`config.mk`:
```
export PLATFORM = sky130hd
export DESIGN_NAME = pgagg_top
export DESIGN_NICKNAME = d
export VERILOG_FILES = /design/src/design/pgagg_pkg.sv /design/src/design/pgagg_top.sv
export SDC_FILE = /design/constraint.sdc
export NUM_CORES = 1
export LEC_CHECK = 0
export ABC_CLOCK_PERIOD_IN_PS = 1700
export BUFFER_PORTS_ARGS = -buffer_cell sky130_fd_sc_hd__buf_2
export CORE_MARGIN = 3
export CORE_UTILIZATION = 29
export DETAILED_ROUTE_END_ITERATION = 7
export PLACE_DENSITY_LB_ADDON = 0.3
export SETUP_SLACK_MARGIN = 0.1
export SYNTH_ARGS = -nofsm -noshare
export SYNTH_HDL_FRONTEND = slang
export SYNTH_SLANG_ARGS = --single-unit
```
`constraint.sdc`:
```
create_clock -name clk_sys -period 1.7 [get_ports clk_sys]
set_clock_uncertainty 0.1 [all_clocks]
set_input_delay 0.255 -clock clk_sys [delete_from_list [all_inputs] [get_ports clk_sys]]
set_output_delay 0.255 -clock clk_sys [all_outputs]
set_load 0.005 [all_outputs]
```
`src/design/pgagg_pkg.sv`:
```
/*
  Package of the power-good aggregator: register map, field layout, reset
  values, blanking timing and the state and carrier types.
  Assumes a single 25 MHz logic clock and 8-bit register data.
*/
package pgagg_pkg;

  // ------------------------------------------------------------------
  // Register map and widths
  // ------------------------------------------------------------------
  localparam int unsigned AW = 8;
  localparam int unsigned DW = 8;
  localparam int unsigned NRAIL = 4;  // Buck0, buck1, linear0, linear1
  localparam logic [AW-1:0] ADDR_CTRL_ONE = 8'h00;
  localparam logic [AW-1:0] ADDR_CTRL_TWO = 8'h01;
  localparam logic [AW-1:0] ADDR_FAULT    = 8'h02;
  localparam logic [AW-1:0] ADDR_FLAGS    = 8'h03;
  localparam logic [AW-1:0] ADDR_MASK     = 8'h04;
  localparam logic [AW-1:0] ADDR_STATUS   = 8'h05;

  // ------------------------------------------------------------------
  // Field positions
  // ------------------------------------------------------------------
  localparam int unsigned BIT_TWARN_SEL  = 0;
  localparam int unsigned BIT_CONT_MODE  = 1;
  localparam int unsigned BIT_FAULT_GATE = 2;
  localparam int unsigned BIT_POLARITY   = 3;
  localparam int unsigned BIT_OPEN_DRAIN = 4;
  localparam int unsigned BIT_OVP_FLAG   = 0;
  localparam int unsigned BIT_TSD_FLAG   = 1;
  localparam int unsigned BIT_LOSS_FLAG  = 2;
  localparam int unsigned BIT_LOSS_MASK  = 0;
  localparam int unsigned BIT_ST_GOOD    = 0;
  localparam int unsigned BIT_ST_BLANK   = 1;
  localparam int unsigned BIT_ST_MODE    = 2;
  localparam int unsigned BIT_ST_RAIL    = 4;

  // ------------------------------------------------------------------
  // Reset values
  // ------------------------------------------------------------------
  localparam logic [DW-1:0] RST_CTRL_ONE = 8'h00;
  localparam logic [DW-1:0] RST_CTRL_TWO = 8'h08;  // Active-high push-pull pin
  localparam logic          RST_MASK     = 1'b0;

  // ------------------------------------------------------------------
  // Blanking timing
  // ------------------------------------------------------------------
  localparam int unsigned CLK_RATE_KHZ      = 25000;
  localparam int unsigned BLANK_TIME_US     = 800;
  localparam int unsigned BLANK_CYCLES_DFLT = (BLANK_TIME_US * CLK_RATE_KHZ) / 1000;
  localparam int unsigned BLANK_CNT_W       = 16;

  // ------------------------------------------------------------------
  // Types
  // ------------------------------------------------------------------
  typedef enum logic [0:0] {PH_LOAD, PH_RUN} pgagg_phase_type;

  typedef struct packed {
    logic [NRAIL-1:0] enable;   // Regulator enabled
    logic [NRAIL-1:0] under;    // Undervoltage comparator, 1 = low
    logic [NRAIL-1:0] over;     // Overvoltage comparator, 1 = high
    logic [NRAIL-1:0] ramping;  // Moving between two targets
  } pgagg_rail_type;

  typedef struct packed {
    pgagg_phase_type        phase;
    logic [DW-1:0]          ctrl_one;  // [3:0] select, [7:4] window
    logic [DW-1:0]          ctrl_two;
    logic [NRAIL-1:0]       fault;
    logic                   ovp_flag;
    logic                   tsd_flag;
    logic                   loss_flag;
    logic                   loss_mask;
    logic                   good;
    logic [BLANK_CNT_W-1:0] blank_cnt;
    logic [NRAIL-1:0]       en_prev;
    logic                   pin_out;
    logic                   pin_oe;
    logic                   alert;
    logic [DW-1:0]          rdata;
  } pgagg_state_type;

  localparam pgagg_state_type ST_RESET = '{
    phase:     PH_LOAD,
    ctrl_one:  RST_CTRL_ONE,
    ctrl_two:  RST_CTRL_TWO,
    fault:     4'h0,
    ovp_flag:  1'b0,
    tsd_flag:  1'b0,
    loss_flag: 1'b0,
    loss_mask: RST_MASK,
    good:      1'b1,
    blank_cnt: 16'h0000,
    en_prev:   4'h0,
    pin_out:   1'b1,
    pin_oe:    1'b1,
    alert:     1'b0,
    rdata:     8'h00
  };

endpackage

```
`src/design/pgagg_top.sv`:
```
/*
  Power-good aggregator: combines rail monitors, thermal warning and the
  overvoltage and thermal-shutdown flags into one power-good pin.
  Assumes all inputs are synchronous to clk_sys and the register master
  follows the one-cycle strobe protocol with read data one cycle later.
*/
// Local design decisions: strobed register access and the address map.
`timescale 1ns/100ps

module pgagg_top
  import pgagg_pkg::*;
#(
  parameter int unsigned BLANK_CYCLES = BLANK_CYCLES_DFLT
) (
  input  wire logic           clk_sys,
  input  wire logic           resetn,
  input  wire logic [AW-1:0]  reg_addr,
  input  wire logic [DW-1:0]  reg_wdata,
  input  wire logic           reg_wr,
  input  wire logic           reg_rd,
  output logic      [DW-1:0]  reg_rdata,
  input  wire pgagg_rail_type rails,
  input  wire logic           thermal_warning_status,
  input  wire logic           input_overvoltage_detect,
  input  wire logic           thermal_shutdown_detect,
  input  wire logic           seq_step_req,
  input  wire logic           voltage_change_req,
  input  wire logic           otp_load_done,
  input  wire logic           otp_continuous_mode,
  output logic                power_good_out,
  output logic                power_good_oe,
  output logic                good_loss_alert
);

  // ------------------------------------------------------------------
  // Reset release
  // ------------------------------------------------------------------
  logic [1:0] rst_sync_ff;
  logic       rst_n;

  always_ff @(posedge clk_sys or negedge resetn) begin
    if (!resetn) begin
      rst_sync_ff <= 2'b00;
    end else begin
      rst_sync_ff <= {rst_sync_ff[0], 1'b1};
    end
  end

  assign rst_n = rst_sync_ff[1];

  // ------------------------------------------------------------------
  // Helpers
  // ------------------------------------------------------------------
  function automatic logic [NRAIL-1:0] rail_valid(input pgagg_rail_type r,
                                                  input logic [NRAIL-1:0] window);
    rail_valid = ~r.under & (~window | ~r.over);
  endfunction

  function automatic logic pin_level(input logic good, input logic pol);
    pin_level = pol ? good : ~good;
  endfunction

  // ------------------------------------------------------------------
  // State
  // ------------------------------------------------------------------
  pgagg_state_type st_ff;
  pgagg_state_type nxt_st;

  logic [NRAIL-1:0] sel;
  logic [NRAIL-1:0] window;
  logic [NRAIL-1:0] valid;
  logic [NRAIL-1:0] monitored;
  logic [NRAIL-1:0] en_rise;
  logic             cont;
  logic             blanking;
  logic             restart;
  logic             src_ok;
  logic             fault_watch;
  logic             wr_fault;
  logic             wr_flags;

  assign sel       = st_ff.ctrl_one[NRAIL-1:0];
  assign window    = st_ff.ctrl_one[DW-1:NRAIL];
  assign valid     = rail_valid(rails, window);
  assign monitored = sel & rails.enable;
  assign en_rise   = rails.enable & ~st_ff.en_prev;
  assign cont      = st_ff.ctrl_two[BIT_CONT_MODE];
  assign blanking  = (st_ff.blank_cnt != '0);
  assign restart   = seq_step_req | voltage_change_req | (|en_rise);
  assign wr_fault  = reg_wr && (reg_addr == ADDR_FAULT);
  assign wr_flags  = reg_wr && (reg_addr == ADDR_FLAGS);

  // All sources valid
  assign src_ok = (&(~monitored | valid))
                & ~(st_ff.ctrl_two[BIT_TWARN_SEL] & thermal_warning_status)
                & ~st_ff.ovp_flag & ~st_ff.tsd_flag;

  // Gated mode records faults only outside blanking and its restart cycle; ramping rails are not faults
  assign fault_watch = (st_ff.phase == PH_RUN) && (cont ? 1'b1 : (!blanking && !restart));

  always_comb begin
    nxt_st         = st_ff;
    nxt_st.en_prev = rails.enable;
    nxt_st.rdata   = '0;

    // Register writes
    if (reg_wr) begin
      case (reg_addr)
        ADDR_CTRL_ONE: begin
          nxt_st.ctrl_one = reg_wdata;
        end
        ADDR_CTRL_TWO: begin
          nxt_st.ctrl_two = reg_wdata;
        end
        ADDR_MASK: begin
          nxt_st.loss_mask = reg_wdata[BIT_LOSS_MASK];
        end
        default: begin
        end
      endcase
    end

    // Write-one-to-clear, set wins over clear
    nxt_st.fault = (st_ff.fault & ~(wr_fault ? reg_wdata[NRAIL-1:0] : '0))
                 | (fault_watch ? (monitored & ~valid & ~rails.ramping) : '0);
    nxt_st.ovp_flag = (st_ff.ovp_flag & ~(wr_flags & reg_wdata[BIT_OVP_FLAG]))
                    | input_overvoltage_detect;
    nxt_st.tsd_flag = (st_ff.tsd_flag & ~(wr_flags & reg_wdata[BIT_TSD_FLAG]))
                    | thermal_shutdown_detect;

    // Blanking counter
    if (restart) begin
      nxt_st.blank_cnt = BLANK_CNT_W'(BLANK_CYCLES);
    end else if (blanking) begin
      nxt_st.blank_cnt = st_ff.blank_cnt - 1'b1;
    end

    case (st_ff.phase)
      PH_LOAD: begin
        nxt_st.good = 1'b1;
        if (otp_load_done) begin
          nxt_st.phase = PH_RUN;
          nxt_st.ctrl_two[BIT_CONT_MODE] = otp_continuous_mode;
          nxt_st.good = 1'b1;
        end
      end
      PH_RUN: begin
        if (cont) begin
          // Follows live status; ramp and fresh enable force inactive
          nxt_st.good = src_ok
                      & ~(|(monitored & rails.ramping))
                      & ~(|(sel & en_rise))
                      & ~(st_ff.ctrl_two[BIT_FAULT_GATE] & (|st_ff.fault));
        end else if (blanking || restart) begin
          nxt_st.good = st_ff.good;
        end else if ((|st_ff.fault) || st_ff.ovp_flag || st_ff.tsd_flag) begin
          nxt_st.good = 1'b0;
        end else begin
          nxt_st.good = src_ok & ~(st_ff.ctrl_two[BIT_FAULT_GATE] & (|st_ff.fault));
        end
      end
      default: begin
        nxt_st.phase = PH_LOAD;
      end
    endcase

    // Loss flag; set wins over clear
    nxt_st.loss_flag = (st_ff.loss_flag & ~(wr_flags & reg_wdata[BIT_LOSS_FLAG]))
                     | (st_ff.good & ~nxt_st.good);
    nxt_st.alert = nxt_st.loss_flag & ~nxt_st.loss_mask;

    // Open drain only ever pulls low
    nxt_st.pin_out = nxt_st.ctrl_two[BIT_OPEN_DRAIN] ? 1'b0
                   : pin_level(nxt_st.good, nxt_st.ctrl_two[BIT_POLARITY]);
    nxt_st.pin_oe  = nxt_st.ctrl_two[BIT_OPEN_DRAIN]
                   ? ~pin_level(nxt_st.good, nxt_st.ctrl_two[BIT_POLARITY]) : 1'b1;

    // Register reads, answered next cycle
    if (reg_rd) begin
      case (reg_addr)
        ADDR_CTRL_ONE: nxt_st.rdata = st_ff.ctrl_one;
        ADDR_CTRL_TWO: nxt_st.rdata = st_ff.ctrl_two;
        ADDR_FAULT:    nxt_st.rdata = {{(DW-NRAIL){1'b0}}, st_ff.fault};
        ADDR_FLAGS: begin
          nxt_st.rdata[BIT_OVP_FLAG]  = st_ff.ovp_flag;
          nxt_st.rdata[BIT_TSD_FLAG]  = st_ff.tsd_flag;
          nxt_st.rdata[BIT_LOSS_FLAG] = st_ff.loss_flag;
        end
        ADDR_MASK:     nxt_st.rdata[BIT_LOSS_MASK] = st_ff.loss_mask;
        ADDR_STATUS: begin
          nxt_st.rdata[BIT_ST_GOOD]  = st_ff.good;
          nxt_st.rdata[BIT_ST_BLANK] = blanking;
          nxt_st.rdata[BIT_ST_MODE]  = cont;
          nxt_st.rdata[DW-1:BIT_ST_RAIL] = valid;
        end
        default: nxt_st.rdata = '0;
      endcase
    end
  end

  always_ff @(posedge clk_sys or negedge rst_n) begin
    if (!rst_n) begin
      st_ff <= ST_RESET;
    end else begin
      st_ff <= nxt_st;
    end
  end

  assign reg_rdata       = st_ff.rdata;
  assign power_good_out  = st_ff.pin_out;
  assign power_good_oe   = st_ff.pin_oe;
  assign good_loss_alert = st_ff.alert;
endmodule // pgagg_top

```
* Word-level counts from Yosys, hierarchy flattened
Index checks and enable logic that the tools add are counted.
** Storage, ports and cells
- Register bits :: 59
- Bits of input ports :: 43
- Word-level logic and storage cells :: 121
** Cells by class
- Add/sub/neg operators :: 1
- Equal/unequal tests :: 5
- Multiplexer cells :: 25
- Bitwise operators :: 54
- Reductions and logical operators :: 19
** Operators by type and width (count)
- 4-bit bitwise AND :: 8
- 16-bit 2-to-1 mux :: 2
- 4-bit NOT :: 8
- 1-bit bitwise AND :: 17
- 8-bit by 2-bit equality test with 1-bit output (second input constant) :: 2
- 8-bit by 3-bit equality test with 1-bit output (second input constant) :: 2
- 16-bit nonzero test :: 1
- 4-bit OR reduction :: 4
- 16-bit by 1-bit subtractor with 16-bit output (second input constant) :: 1
- 1-bit 2-to-1 mux :: 13
- 1-bit NOT :: 13
- 4-bit bitwise OR :: 3
- 4-bit case mux with 3 select lines :: 1
- 5-bit 2-to-1 mux :: 2
- 2-bit case mux with 5 select lines :: 1
- 8-bit by 1-bit equality test with 1-bit output (second input constant) :: 1
- 8-bit zero test :: 1
- 4-bit 2-to-1 mux :: 2
- 8-bit 2-to-1 mux :: 1
- 1-bit case mux with 6 select lines :: 1
- 1-bit bitwise OR :: 5
- 1-bit logical AND :: 4
- 2-bit AND reduction :: 2
- 4-bit AND reduction :: 1
- 5 further kinds :: 8

* Logic depth before layout (Yosys ltp)
Gate-level depths: netlist of run 1.
- Word-level depth :: 17
- Depth in mapped cells :: 9
- Depth with buffers taken out :: 8

* Worst setup path after synthesis of run 1
OpenSTA, ideal clock, no wires.
- Kind :: register to register
- From :: register st_ff[15] in the netlist's numbering
- To :: register st_ff, in the netlist power_good_out
- Setup time :: 61 ps
- Data arrival time :: 2111 ps
- Required time :: 1539 ps
- Slack :: -572 ps
- Cell stages (with the launch flop) :: 9
- Buffers on the path :: 0
- Cells stage by stage :: dfrtp_1 -> inv_1 -> ha_1 -> nor3b_1 -> nand4_1 -> o311ai_0 -> o211ai_1 -> or4_1 -> nand2_1
** RTL lines
- start, declared :: RTL line pgagg_top.sv:66 : pgagg_state_type st_ff;
- start signal, assigned :: RTL line pgagg_top.sv:205 : st_ff <= nxt_st;

==> impl_metrics.prom, run 1 <==
# TYPE chip_impl_metric gauge
chip_impl_metric{name="power_density",unit="nW/um^2"} 731
chip_impl_metric{name="die_outline_area",unit="sq um"} 11200
chip_impl_info{name="cell_with_the_largest_stage_delay_on_the_worst_path",value="or4b_4"} 1
chip_impl_metric{name="initial_antenna_violation_count",unit=""} 0
chip_impl_metric{name="final-hold-violation-count",unit=""} 0
chip_impl_metric{name="synth.yosys.seq_area_share",unit="%"} 51.3
chip_impl_metric{name="worst_setup_slack_for_register_to_register_paths",unit="ns"} -0.44
chip_impl_metric{name="gp_congestion",unit=""} 0.818
chip_impl_metric{name="syn-cell-area",unit="sq um"} 2890
chip_impl_metric{name="report.final.slew_viol_count",unit=""} 0
chip_impl_metric{name="synth-warning-count",unit=""} 0
chip_impl_metric{name="grt_pass1_wl",unit="microns"} 13400
chip_impl_metric{name="design.core.area",unit="sq um"} 9460
chip_impl_metric{name="dr.pass1.iters",unit=""} 4
chip_impl_info{name="worstSetupEndpointType",value="flip-flop"} 1
chip_impl_metric{name="synth_seq_cells",unit=""} 59
chip_impl_metric{name="total_leakage_power",unit="nW"} 2.13
chip_impl_metric{name="ctsLongestPathBuffers",unit=""} 2
chip_impl_metric{name="finalCritPeriodShare",unit="%"} 126
chip_impl_metric{name="portBuffers",unit=""} 53
chip_impl_metric{name="syn_area_per_cell",unit="sq um"} 10.9
chip_impl_metric{name="synth_cells",unit=""} 265
chip_impl_info{name="worst_setup_path_start_kind",value="flip-flop"} 1
chip_impl_info{name="rr_startpoint",value="st_ff[36]"} 1
chip_impl_metric{name="clkTransAtPathRegs",unit="ns"} 0.06
chip_impl_metric{name="fin_crit",unit="ns"} 2.14
chip_impl_metric{name="holdWs",unit="ns"} 0.0165
chip_impl_metric{name="final_net_count",unit=""} 453
chip_impl_metric{name="area_growth",unit="%"} 56.8
chip_impl_metric{name="antennaDiodeCount",unit=""} 0
chip_impl_metric{name="worstPathArrival",unit="ns"} 2.26
chip_impl_metric{name="remaining_drc_errors",unit=""} 0
chip_impl_info{name="cts-root-buf",value="clkbuf_8"} 1
chip_impl_metric{name="synth_nets",unit=""} 309
chip_impl_metric{name="ir_drop",unit="mV"} 0.305
chip_impl_info{name="hp-class",value="in -> reg"} 1
chip_impl_metric{name="grt_max_degree",unit=""} 33
chip_impl_metric{name="synth_top_cell_area_share",unit="%"} 47.7
chip_impl_metric{name="max_cap_viol_count",unit=""} 0
chip_impl_metric{name="count_of_flip_flops_with_a_built_in_enable_after_synthesis",unit=""} 0
chip_impl_metric{name="smallest_setup_slack_after_layout",unit="ns"} -0.439
chip_impl_metric{name="grt_usage",unit="%"} 15.2
chip_impl_info{name="failing_checks",value="setup timing"} 1
chip_impl_metric{name="achievable-frequency",unit="MHz"} 467
chip_impl_metric{name="floorplan.initialDensity",unit="%"} 30.5
chip_impl_metric{name="wl",unit="microns"} 8430
chip_impl_info{name="cts_tree",value="done"} 1
chip_impl_metric{name="cts.sinks",unit=""} 59
chip_impl_metric{name="drive_above_1_share",unit="%"} 57.1
chip_impl_metric{name="dr.first_iter.drc_count",unit=""} 160
chip_impl_metric{name="htree_num_levels",unit=""} 3
chip_impl_metric{name="dp_hpwl",unit="microns"} 6210
chip_impl_metric{name="die_w",unit="microns"} 106
chip_impl_metric{name="peak_fanout_along_the_critical_path",unit=""} 2
chip_impl_info{name="synth_area_leaders",value="dfrtp_1, mux2_2, dfstp_2"} 1
chip_impl_metric{name="post-layout-total-power",unit="W"} 0.00331
chip_impl_info{name="hold_end",value="st_ff[34]"} 1
chip_impl_metric{name="ys_types",unit=""} 53
chip_impl_metric{name="post_drt_via_cell_ratio",unit=""} 4.71
chip_impl_metric{name="grt_pass1_vias",unit=""} 2558
chip_impl_info{name="rsz0062_at_grt",value="yes"} 1
chip_impl_info{name="run_status",value="complete, but fails checks"} 1
chip_impl_metric{name="timing.reg2reg.worst_path_depth",unit=""} 5
chip_impl_metric{name="ys_async_sr_fraction",unit="%"} 100
chip_impl_metric{name="setup_viol_count_final",unit=""} 35
chip_impl_info{name="worstReg2RegEnd",value="good_loss_alert"} 1
chip_impl_metric{name="cpPeakStageDelay",unit="ns"} 0.50
chip_impl_metric{name="grt_remaining_overflow",unit=""} 0
chip_impl_metric{name="routed_wire_length_per_instance",unit="microns"} 15.6
chip_impl_metric{name="row_count",unit=""} 35
chip_impl_metric{name="die_h",unit="microns"} 106
chip_impl_metric{name="whs_path_depth",unit=""} 2
chip_impl_info{name="hold_path_startpoint",value="thermal_shutdown_detect"} 1
chip_impl_metric{name="detail-route-antenna-nets",unit=""} 0
chip_impl_info{name="synth-main-ff-cell",value="dfrtp_1"} 1
chip_impl_metric{name="top_level_ports",unit=""} 54
chip_impl_info{name="synth.largest_area_cell",value="dfrtp_1"} 1
chip_impl_metric{name="cts_made_buffers",unit=""} 9
chip_impl_metric{name="cp_data_required_time",unit="ns"} 1.82
chip_impl_info{name="worstPathCellList",value="nor4_4 -> or4b_4 -> nor3b_2 -> o221a_2 -> a31o_2"} 1
chip_impl_metric{name="routed-via-count",unit=""} 2554
chip_impl_metric{name="clk_latency",unit="ns"} 0.33
chip_impl_info{name="timing.setup.critical_path_class",value="reg -> reg"} 1
-- cells in the final DEF (no fill, tap or decap), types with 3 or more instances in the layout --
cell type       n
buf_4          79
dfrtp_1        54
buf_2          51
nor2_1         20
nand2_1        18
buf_6          13
inv_1          11
clkbuf_8       11
mux2_2          9
mux2_4          9
xnor2_1         9
a21oi_2         7
nor4_2          6
a22oi_1         5
nor2b_1         5
nor3_1          5
a21oi_1         4
dlygate4sd3_1   4
dfstp_2         4
nand2b_1        3
mux2i_1         3
mux4_2          3
a22o_1          3
nor4_4          3
a21o_1          3
-- power breakdown --
group          switching (W)  internal, W
clock               0.000528     0.000748
combinational       0.000229     0.000289
sequential         0.0000487      0.00147
total               0.000805      0.00250
-- state kept, by name, indices dropped and copies added, names as in the netlist --
name / count
sel: 4
cont: 1
good_loss_alert: 1
st_ff: 41
power_good_out: 1
reg_rdata: 8
power_good_oe: 1
rst_sync_ff: 2
-- critical path, delay by kind of cell (launching register included) --
| kind | cells | cell delay [ns] |
|---|---|---|
| simple gates | 3 | 1.01 |
| flops | 1 | 0.42 |
| compound gates | 2 | 0.50 |
-- worst max-delay path by stage --
stage                      startpoint              end  slack (ns)  cells after the start
final                       st_ff[36]  good_loss_alert       -0.44                      5
after global routing        st_ff[15]   power_good_out       -0.50                      8
after CTS                   st_ff[15]   power_good_out       -0.42                      8
after detailed placement  reg_addr[5]   power_good_out       -0.60                      7
after global placement    reg_addr[5]   power_good_out       -0.58                      7
after floorplan           reg_addr[5]   power_good_out       -0.56                      6
-- final cells by class --
class                      count  area (sq um)
clock buffer                  13           159
clock inverter                 2          35.0
fill                         895          4930
inverter                      12          45.0
multi-input combinational    177          1550
sequential                    59          1480
tap                          129           161
timing repair buffer         150          1090
-- stage by stage --
step	instances	utilization [%]	area, sq um	TNS [ns]	setup slack [ns]
CTS	534	45.6	4310	-6.05	-0.418
finish	542	47.9	4530	-6.22	-0.439
floorplan	265	-	3000	-7.32	-0.560
global route	542	47.9	4530	-9.25	-0.503
detailed placement	509	41.7	3940	-14.82	-0.604
global placement	509	41.7	3940	-14.37	-0.584
-- cells by family after synthesis --
kind of cell / after synthesis / synth area share [%]
other: 1 / 0.130
XOR/XNOR: 12 / 3.64
buffers and inverters: 29 / 4.85
flip-flops: 59 / 51.3
adder cells (fa/ha/maj): 1 / 0.433
multiplexers: 26 / 11.2
AND/OR/NAND/NOR: 94 / 17.9
AO/OA/AOI/OAI: 43 / 10.5
-- metal layers --
layer	share of wire [%]	wire length, microns	vias to the layer above	global-route usage, %
met5	0	0	-	0
met4	2.0	171	0	6.01
met3	3.8	317	15	2.45
met2	46	3880	52	22.7
met1	48	4060	1259	22.0
li1	-	-	1228	-
-- synth_stat cells (all sizes together), types with 3 or more instances --
library cell	number
dfstp	4
a22oi	6
nand2	22
a21o	3
nor3	8
buf	9
nor2b	5
nor2	23
o21ai	4
mux4	3
a22o	3
mux2i	5
or2	3
nor4	10
clkbuf	8
a21oi	11
dfrtp	55
nor3b	3
mux2	18
xnor2	10
inv	12
or4	4
nand2b	3
-- repair_timing --
action,4_1_cts,5_1_grt
endpoints found under the setup margin,46,51
buffers inserted,7,12
pin swaps,16,10
hold endpoints to repair,5,0
gates resized for setup,21,36
hold buffers,4,0
No activity file was read; power rests on OpenSTA's default activity.
==> run 2: changes to the inputs <==
--- a/config.mk
+++ b/config.mk
@@ -10,6 +10,7 @@
 export CORE_MARGIN = 3
 export CORE_UTILIZATION = 29
 export DETAILED_ROUTE_END_ITERATION = 7
+export MAX_ROUTING_LAYER = met4
 export PLACE_DENSITY_LB_ADDON = 0.3
 export SETUP_SLACK_MARGIN = 0.1
 export SYNTH_ARGS = -nofsm -noshare
==> run 2 against run 1 <==
Effect of this change: the flow still finishes with violations (setup timing); global-route usage is 0.44 points higher; count of clock-buffer cells in the layout stayed put; critical path depth is 2 higher; highest routed layer unchanged; largest cell class unchanged; non-clock buffer count stayed put; largest power group unchanged; sequential cell count stayed put; core utilization stayed put; register-to-register slack hardly changed; first-iteration DRC count is 16% lower.
==> impl_metrics.prom, run 2 (synthesized netlist as in run 1, its figures left out) <==
# TYPE chip_impl_metric gauge
chip_impl_metric{name="post_drt_via_cell_ratio",unit=""} 4.74
chip_impl_metric{name="die_h",unit="microns"} 106
chip_impl_info{name="worst_setup_path_start_kind",value="flip-flop"} 1
chip_impl_metric{name="htree_num_levels",unit=""} 3
chip_impl_metric{name="power_density",unit="nW/um^2"} 733
chip_impl_metric{name="grt_usage",unit="%"} 15.7
chip_impl_metric{name="cts_made_buffers",unit=""} 9
chip_impl_metric{name="dp_hpwl",unit="microns"} 6210
chip_impl_info{name="max_flop_register",value="st_ff"} 1
chip_impl_metric{name="drive_above_1_share",unit="%"} 57.1
chip_impl_metric{name="timing.reg2reg.worst_path_depth",unit=""} 7
chip_impl_metric{name="total_leakage_power",unit="nW"} 2.13
chip_impl_metric{name="floorplan.initialDensity",unit="%"} 30.5
chip_impl_metric{name="multiInputGateArea",unit="sq um"} 1550
chip_impl_metric{name="num-fill-cells",unit=""} 896
chip_impl_metric{name="design.core.area",unit="sq um"} 9460
chip_impl_metric{name="post-layout-total-power",unit="W"} 0.00332
chip_impl_metric{name="grt_max_degree",unit=""} 33
chip_impl_metric{name="grt_pass1_vias",unit=""} 2577
chip_impl_info{name="run_status",value="complete, but fails checks"} 1
chip_impl_metric{name="cts.sinks",unit=""} 59
chip_impl_metric{name="die_outline_area",unit="sq um"} 11200
chip_impl_metric{name="dr.pass1.iters",unit=""} 4
chip_impl_metric{name="die_w",unit="microns"} 106
chip_impl_metric{name="wl",unit="microns"} 8470
chip_impl_metric{name="grt_remaining_overflow",unit=""} 0
chip_impl_info{name="cts-root-buf",value="clkbuf_8"} 1
chip_impl_info{name="most-common-layout-cells",value="buf_4, dfrtp_1, buf_2"} 1
chip_impl_metric{name="holdWs",unit="ns"} 0.0121
chip_impl_metric{name="finalCritPeriodShare",unit="%"} 126
chip_impl_metric{name="max_cap_viol_count",unit=""} 0
chip_impl_metric{name="remaining_drc_errors",unit=""} 0
chip_impl_metric{name="seqCellArea",unit="sq um"} 1480
chip_impl_metric{name="final-hold-violation-count",unit=""} 0
chip_impl_metric{name="setup_viol_count_final",unit=""} 35
chip_impl_metric{name="initial_antenna_violation_count",unit=""} 0
chip_impl_metric{name="area_growth",unit="%"} 56.8
chip_impl_metric{name="antennaDiodeCount",unit=""} 0
chip_impl_metric{name="top_level_ports",unit=""} 54
chip_impl_metric{name="gp_congestion",unit=""} 0.831
chip_impl_metric{name="clkTransAtPathRegs",unit="ns"} 0.06
chip_impl_metric{name="routed-via-count",unit=""} 2568
chip_impl_info{name="timing.setup.critical_path_class",value="reg -> reg"} 1
chip_impl_metric{name="dp_cells",unit=""} 509
chip_impl_info{name="rr_startpoint",value="st_ff[36]"} 1
chip_impl_metric{name="finish.cell_count_without_fillers",unit=""} 542
chip_impl_metric{name="portBuffers",unit=""} 53
chip_impl_metric{name="ctsLongestPathBuffers",unit=""} 2
chip_impl_metric{name="dr.first_iter.drc_count",unit=""} 135
chip_impl_metric{name="achievable-frequency",unit="MHz"} 466
chip_impl_metric{name="fin_crit",unit="ns"} 2.15
chip_impl_metric{name="report.final.slew_viol_count",unit=""} 0
chip_impl_info{name="hp-class",value="in -> reg"} 1
chip_impl_metric{name="grt_pass1_wl",unit="microns"} 13400
chip_impl_info{name="worstSetupEndpointType",value="flip-flop"} 1
chip_impl_metric{name="tns",unit="ns"} -6.38
chip_impl_metric{name="routed_wire_length_per_instance",unit="microns"} 15.6
chip_impl_info{name="timing.critical_path.to",value="power_good_oe"} 1
chip_impl_info{name="worst_setup_path_startpoint",value="st_ff[36]"} 1
chip_impl_metric{name="smallest_setup_slack_after_layout",unit="ns"} -0.446
chip_impl_info{name="rsz0062_at_grt",value="yes"} 1
chip_impl_metric{name="worst_setup_slack_for_register_to_register_paths",unit="ns"} -0.45
chip_impl_metric{name="peak_fanout_along_the_critical_path",unit=""} 5
chip_impl_info{name="mostFrequentLayoutCell",value="buf_4"} 1
chip_impl_metric{name="detail-route-antenna-nets",unit=""} 0
chip_impl_metric{name="ir_drop",unit="mV"} 0.303
chip_impl_metric{name="row_count",unit=""} 35
chip_impl_info{name="worstReg2RegEnd",value="power_good_oe"} 1
chip_impl_metric{name="worstPathArrival",unit="ns"} 2.31
chip_impl_info{name="failing_checks",value="setup timing"} 1
chip_impl_metric{name="final_net_count",unit=""} 453
chip_impl_metric{name="clk_latency",unit="ns"} 0.33
chip_impl_info{name="cts_tree",value="done"} 1
chip_impl_metric{name="number_of_flip_flops_under_the_largest_register_name",unit=""} 41
chip_impl_metric{name="cp_data_required_time",unit="ns"} 1.86
[run 2: critical path, cell delays in order, from the launching register on]
cell     delay (ns)
dfrtp_1        0.42
nor4_4         0.34
or4b_4         0.50
buf_4          0.16
nor4_4         0.18
buf_4          0.19
o211a_1        0.15
nor2_1         0.03
[run 2: routing by layer]
metal | wire length (microns) | track usage [%]
met1 | 4140 | 22.1
met5 | 0 | -
met3 | 253 | 2.33
met2 | 3970 | 22.7
met4 | 104 | 6.01
[run 2: worst min-delay path by stage]
| stage | cells after the start | slack (ns) | startpoint | to |
|---|---|---|---|---|
| final | 2 | 0.01 | thermal_shutdown_detect | st_ff[34] |
| after global routing | 2 | 0.01 | thermal_shutdown_detect | st_ff[34] |
| after CTS | 2 | 0.006 | thermal_shutdown_detect | st_ff[34] |
| after detailed placement | 1 | -0.06 | resetn | rst_sync_ff[0] |
| after global placement | 1 | -0.06 | resetn | rst_sync_ff[0] |
| after floorplan | 0 | -0.14 | resetn | rst_sync_ff[0] |
[run 2: area by class of cell]
cell class	instances	area share, %
Inverter	12	0.995
Multi-Input combinational cell	177	34.3
Timing Repair Buffer	150	24.1
Sequential cell	59	32.8
Clock inverter	2	0.774
Clock buffer	13	3.51
Tap cell	129	3.57
[run 2: timing repair]
item,4_1_cts,5_1_grt
hold endpoints to repair,5,0
setup buffers,7,12
pin swaps,16,10
setup endpoints to repair,46,51
hold buffers,4,0
resized for setup,21,36
[run 2: power breakdown]
part	switching [W]	internal, W
logic	0.000231	0.000289
registers	0.0000484	0.00147
clock network	0.000537	0.000748
total	0.000816	0.00250
[run 2: per-stage QoR]
stage	utilization, %	instance area [sq um]	setup slack [ns]
4_1_cts	45.6	4310	-0.418
6_report	47.9	4530	-0.446
3_3_place_gp	41.7	3940	-0.584
3_5_place_dp	41.7	3940	-0.604
2_1_floorplan	-	3000	-0.560
5_1_grt	47.9	4530	-0.503
==> run 3: changes to the inputs <==
--- a/config.mk
+++ b/config.mk
@@ -11,7 +11,6 @@
 export CORE_UTILIZATION = 29
 export DETAILED_ROUTE_END_ITERATION = 7
 export MAX_ROUTING_LAYER = met4
-export PLACE_DENSITY_LB_ADDON = 0.3
 export SETUP_SLACK_MARGIN = 0.1
 export SYNTH_ARGS = -nofsm -noshare
 export SYNTH_HDL_FRONTEND = slang
==> run 3 against run 2 <==
Effect of this change: the flow still finishes with violations (setup timing); sequential cell count is the same; core utilization shrank 0.54 points; cell count shrank 0.74%; combinational power shrank 2%; power shrank 4.6%.
==> impl_metrics.prom, run 3 (synthesized netlist as in run 1, its figures left out) <==
# TYPE chip_impl_metric gauge
chip_impl_metric{name="post-layout-total-power",unit="W"} 0.00317
chip_impl_metric{name="routed-via-count",unit=""} 2507
chip_impl_metric{name="ir_drop",unit="mV"} 0.251
chip_impl_metric{name="grt_pass1_vias",unit=""} 2626
chip_impl_info{name="max_flop_register",value="st_ff"} 1
chip_impl_metric{name="portBuffers",unit=""} 53
chip_impl_metric{name="cp_data_required_time",unit="ns"} 1.81
chip_impl_metric{name="cellInternalPower",unit="W"} 0.00235
chip_impl_metric{name="htree_num_levels",unit=""} 3
chip_impl_metric{name="setup_viol_count_final",unit=""} 35
chip_impl_metric{name="power_density",unit="nW/um^2"} 707
chip_impl_metric{name="post_drt_via_cell_ratio",unit=""} 4.66
chip_impl_metric{name="wl",unit="microns"} 8320
chip_impl_metric{name="power.sequential.fraction",unit="%"} 47.8
chip_impl_metric{name="die_w",unit="microns"} 106
chip_impl_metric{name="net_switching_power_of_the_design",unit="W"} 0.000814
chip_impl_metric{name="cts_made_buffers",unit=""} 9
chip_impl_metric{name="gp_congestion",unit=""} 0.842
chip_impl_info{name="failing_checks",value="setup timing"} 1
chip_impl_metric{name="detailroute.wirelength.met3",unit="microns"} 216
chip_impl_info{name="mostFrequentLayoutCell",value="buf_4"} 1
chip_impl_metric{name="holdWs",unit="ns"} 0.0211
chip_impl_info{name="worst_setup_path_start_kind",value="flip-flop"} 1
chip_impl_metric{name="die_h",unit="microns"} 106
chip_impl_metric{name="detail-route-antenna-nets",unit=""} 0
chip_impl_metric{name="clkTransAtPathRegs",unit="ns"} 0.06
chip_impl_metric{name="initial_antenna_violation_count",unit=""} 0
chip_impl_metric{name="grt_max_degree",unit=""} 39
chip_impl_metric{name="ctsLongestPathBuffers",unit=""} 2
chip_impl_metric{name="top_level_ports",unit=""} 54
chip_impl_info{name="most-common-layout-cells",value="buf_4, dfrtp_1, buf_2"} 1
chip_impl_info{name="rsz0062_at_grt",value="yes"} 1
chip_impl_metric{name="placed_cell_area",unit="sq um"} 3910
chip_impl_metric{name="grt_usage",unit="%"} 15.6
chip_impl_metric{name="die_outline_area",unit="sq um"} 11200
chip_impl_info{name="cts_tree",value="done"} 1
chip_impl_metric{name="grt_pass1_wl",unit="microns"} 13400
chip_impl_metric{name="dr.first_iter.drc_count",unit=""} 84
chip_impl_metric{name="power_frac_clock",unit="%"} 36.1
chip_impl_metric{name="row_count",unit=""} 35
chip_impl_metric{name="layout.cell_area.non_filler",unit="sq um"} 4480
chip_impl_metric{name="finish.cell_count_without_fillers",unit=""} 538
chip_impl_info{name="cts-root-buf",value="clkbuf_8"} 1
chip_impl_metric{name="dp_cells",unit=""} 504
chip_impl_metric{name="final_net_count",unit=""} 448
chip_impl_metric{name="report.final.slew_viol_count",unit=""} 0
chip_impl_metric{name="dr.pass1.iters",unit=""} 4
chip_impl_metric{name="achievable-frequency",unit="MHz"} 456
chip_impl_metric{name="antennaDiodeCount",unit=""} 0
chip_impl_metric{name="max_cap_viol_count",unit=""} 0
chip_impl_metric{name="final-hold-violation-count",unit=""} 0
chip_impl_metric{name="dp_hpwl",unit="microns"} 6100
chip_impl_metric{name="peak_fanout_along_the_critical_path",unit=""} 6
chip_impl_metric{name="clk_latency",unit="ns"} 0.34
chip_impl_metric{name="cts.sinks",unit=""} 59
chip_impl_metric{name="met2_length",unit="microns"} 3930
chip_impl_metric{name="area_growth",unit="%"} 55.0
chip_impl_metric{name="total_leakage_power",unit="nW"} 2.08
chip_impl_metric{name="floorplan.initialDensity",unit="%"} 30.5
chip_impl_metric{name="power_switching_share",unit="%"} 25.7
chip_impl_info{name="timing.setup.critical_path_class",value="reg -> reg"} 1
chip_impl_metric{name="finish.utilization",unit="%"} 47.3
chip_impl_metric{name="number_of_flip_flops_under_the_largest_register_name",unit=""} 41
chip_impl_info{name="top_signal_layer_used",value="met4"} 1
chip_impl_metric{name="remaining_drc_errors",unit=""} 0
chip_impl_metric{name="fin_crit",unit="ns"} 2.19
chip_impl_info{name="run_status",value="complete, but fails checks"} 1
chip_impl_metric{name="finalCritPeriodShare",unit="%"} 129
chip_impl_metric{name="worstPathArrival",unit="ns"} 2.30
chip_impl_metric{name="routed_wire_length_per_instance",unit="microns"} 15.5
chip_impl_metric{name="drive_above_1_share",unit="%"} 56.7
chip_impl_metric{name="combinationalPowerShare",unit="%"} 16.0
chip_impl_info{name="hp-class",value="in -> reg"} 1
chip_impl_metric{name="design.core.area",unit="sq um"} 9460
chip_impl_metric{name="grt_remaining_overflow",unit=""} 0
chip_impl_info{name="worstSetupEndpointType",value="flip-flop"} 1
chip_impl_metric{name="smallest_setup_slack_after_layout",unit="ns"} -0.492
chip_impl_metric{name="drt-met1-wl",unit="microns"} 4050
run 3: cell count changes in the layout (fill, tap and decap cells not counted), sizes merged:
cell and delta:
clkbuf +1, clkinv +1, buf -5, bufinv -1
run 3: through the flow:
step	setup TNS [ns]	setup WS, ns
CTS	-4.83	-0.454
detailed placement	-13.83	-0.622
floorplan	-7.32	-0.560
global route	-10.93	-0.640
finish	-7.76	-0.492
global placement	-13.45	-0.591
run 3: power by group through the flow:
stage	clock network [W]	logic, W	registers (W)
floorplan	0	0.000190	0.00154
global placement	0	0.000444	0.00153
detailed placement	0	0.000449	0.00154
CTS	0.00118	0.000484	0.00151
global route	0.00125	0.000553	0.00152
finish	0.00114	0.000508	0.00151
run 3: layout make-up:
type | instances | area (sq um)
fill | 880 | 4980
multi-input combinational | 177 | 1560
sequential | 59 | 1480
timing repair buffer | 145 | 1050
clock buffer | 14 | 163
tap | 129 | 161
inverter | 12 | 45.0
clock inverter | 2 | 10.0
run 3: final timing paths:
path,start,to,slack [ns],cells past startpoint
worst max-delay path,st_ff[16],st_ff[30],-0.49,11
worst min-delay path,input_overvoltage_detect,st_ff[35],0.02,2
worst max register to register,st_ff[16],st_ff[30],-0.49,11
worst min register to register,rst_sync_ff[1],st_ff[46],0.10,0
max in group asynchronous,rst_sync_ff[1],power_good_out,0.80,1
min in group asynchronous,rst_sync_ff[1],st_ff[46],0.10,0
run 3: critical path, stage by stage (launching register included):
cell      delay [ns]
dfrtp_1         0.34
inv_1           0.05
ha_2            0.18
nor3b_4         0.15
nand4_1         0.14
buf_4           0.13
buf_6           0.13
nand4b_1        0.17
buf_4           0.20
nor4_4          0.28
xnor2_1         0.15
nor2_1          0.06
run 3: routing by layer:
metal	up-vias	track usage, %
met4	0	7.22
li1	1218	-
met3	9	1.78
met5	-	-
met2	44	23.0
met1	1236	21.7
run 3: timing repair:
action                                 in CTS  in global routing
setup endpoints to repair                  35                 49
endpoints found under the hold margin       5                  0
buffers inserted                            5                 11
hold buffers                                4                  0
cloned                                      0                  0
resized for setup                          31                 30
pin swaps                                   8                 25
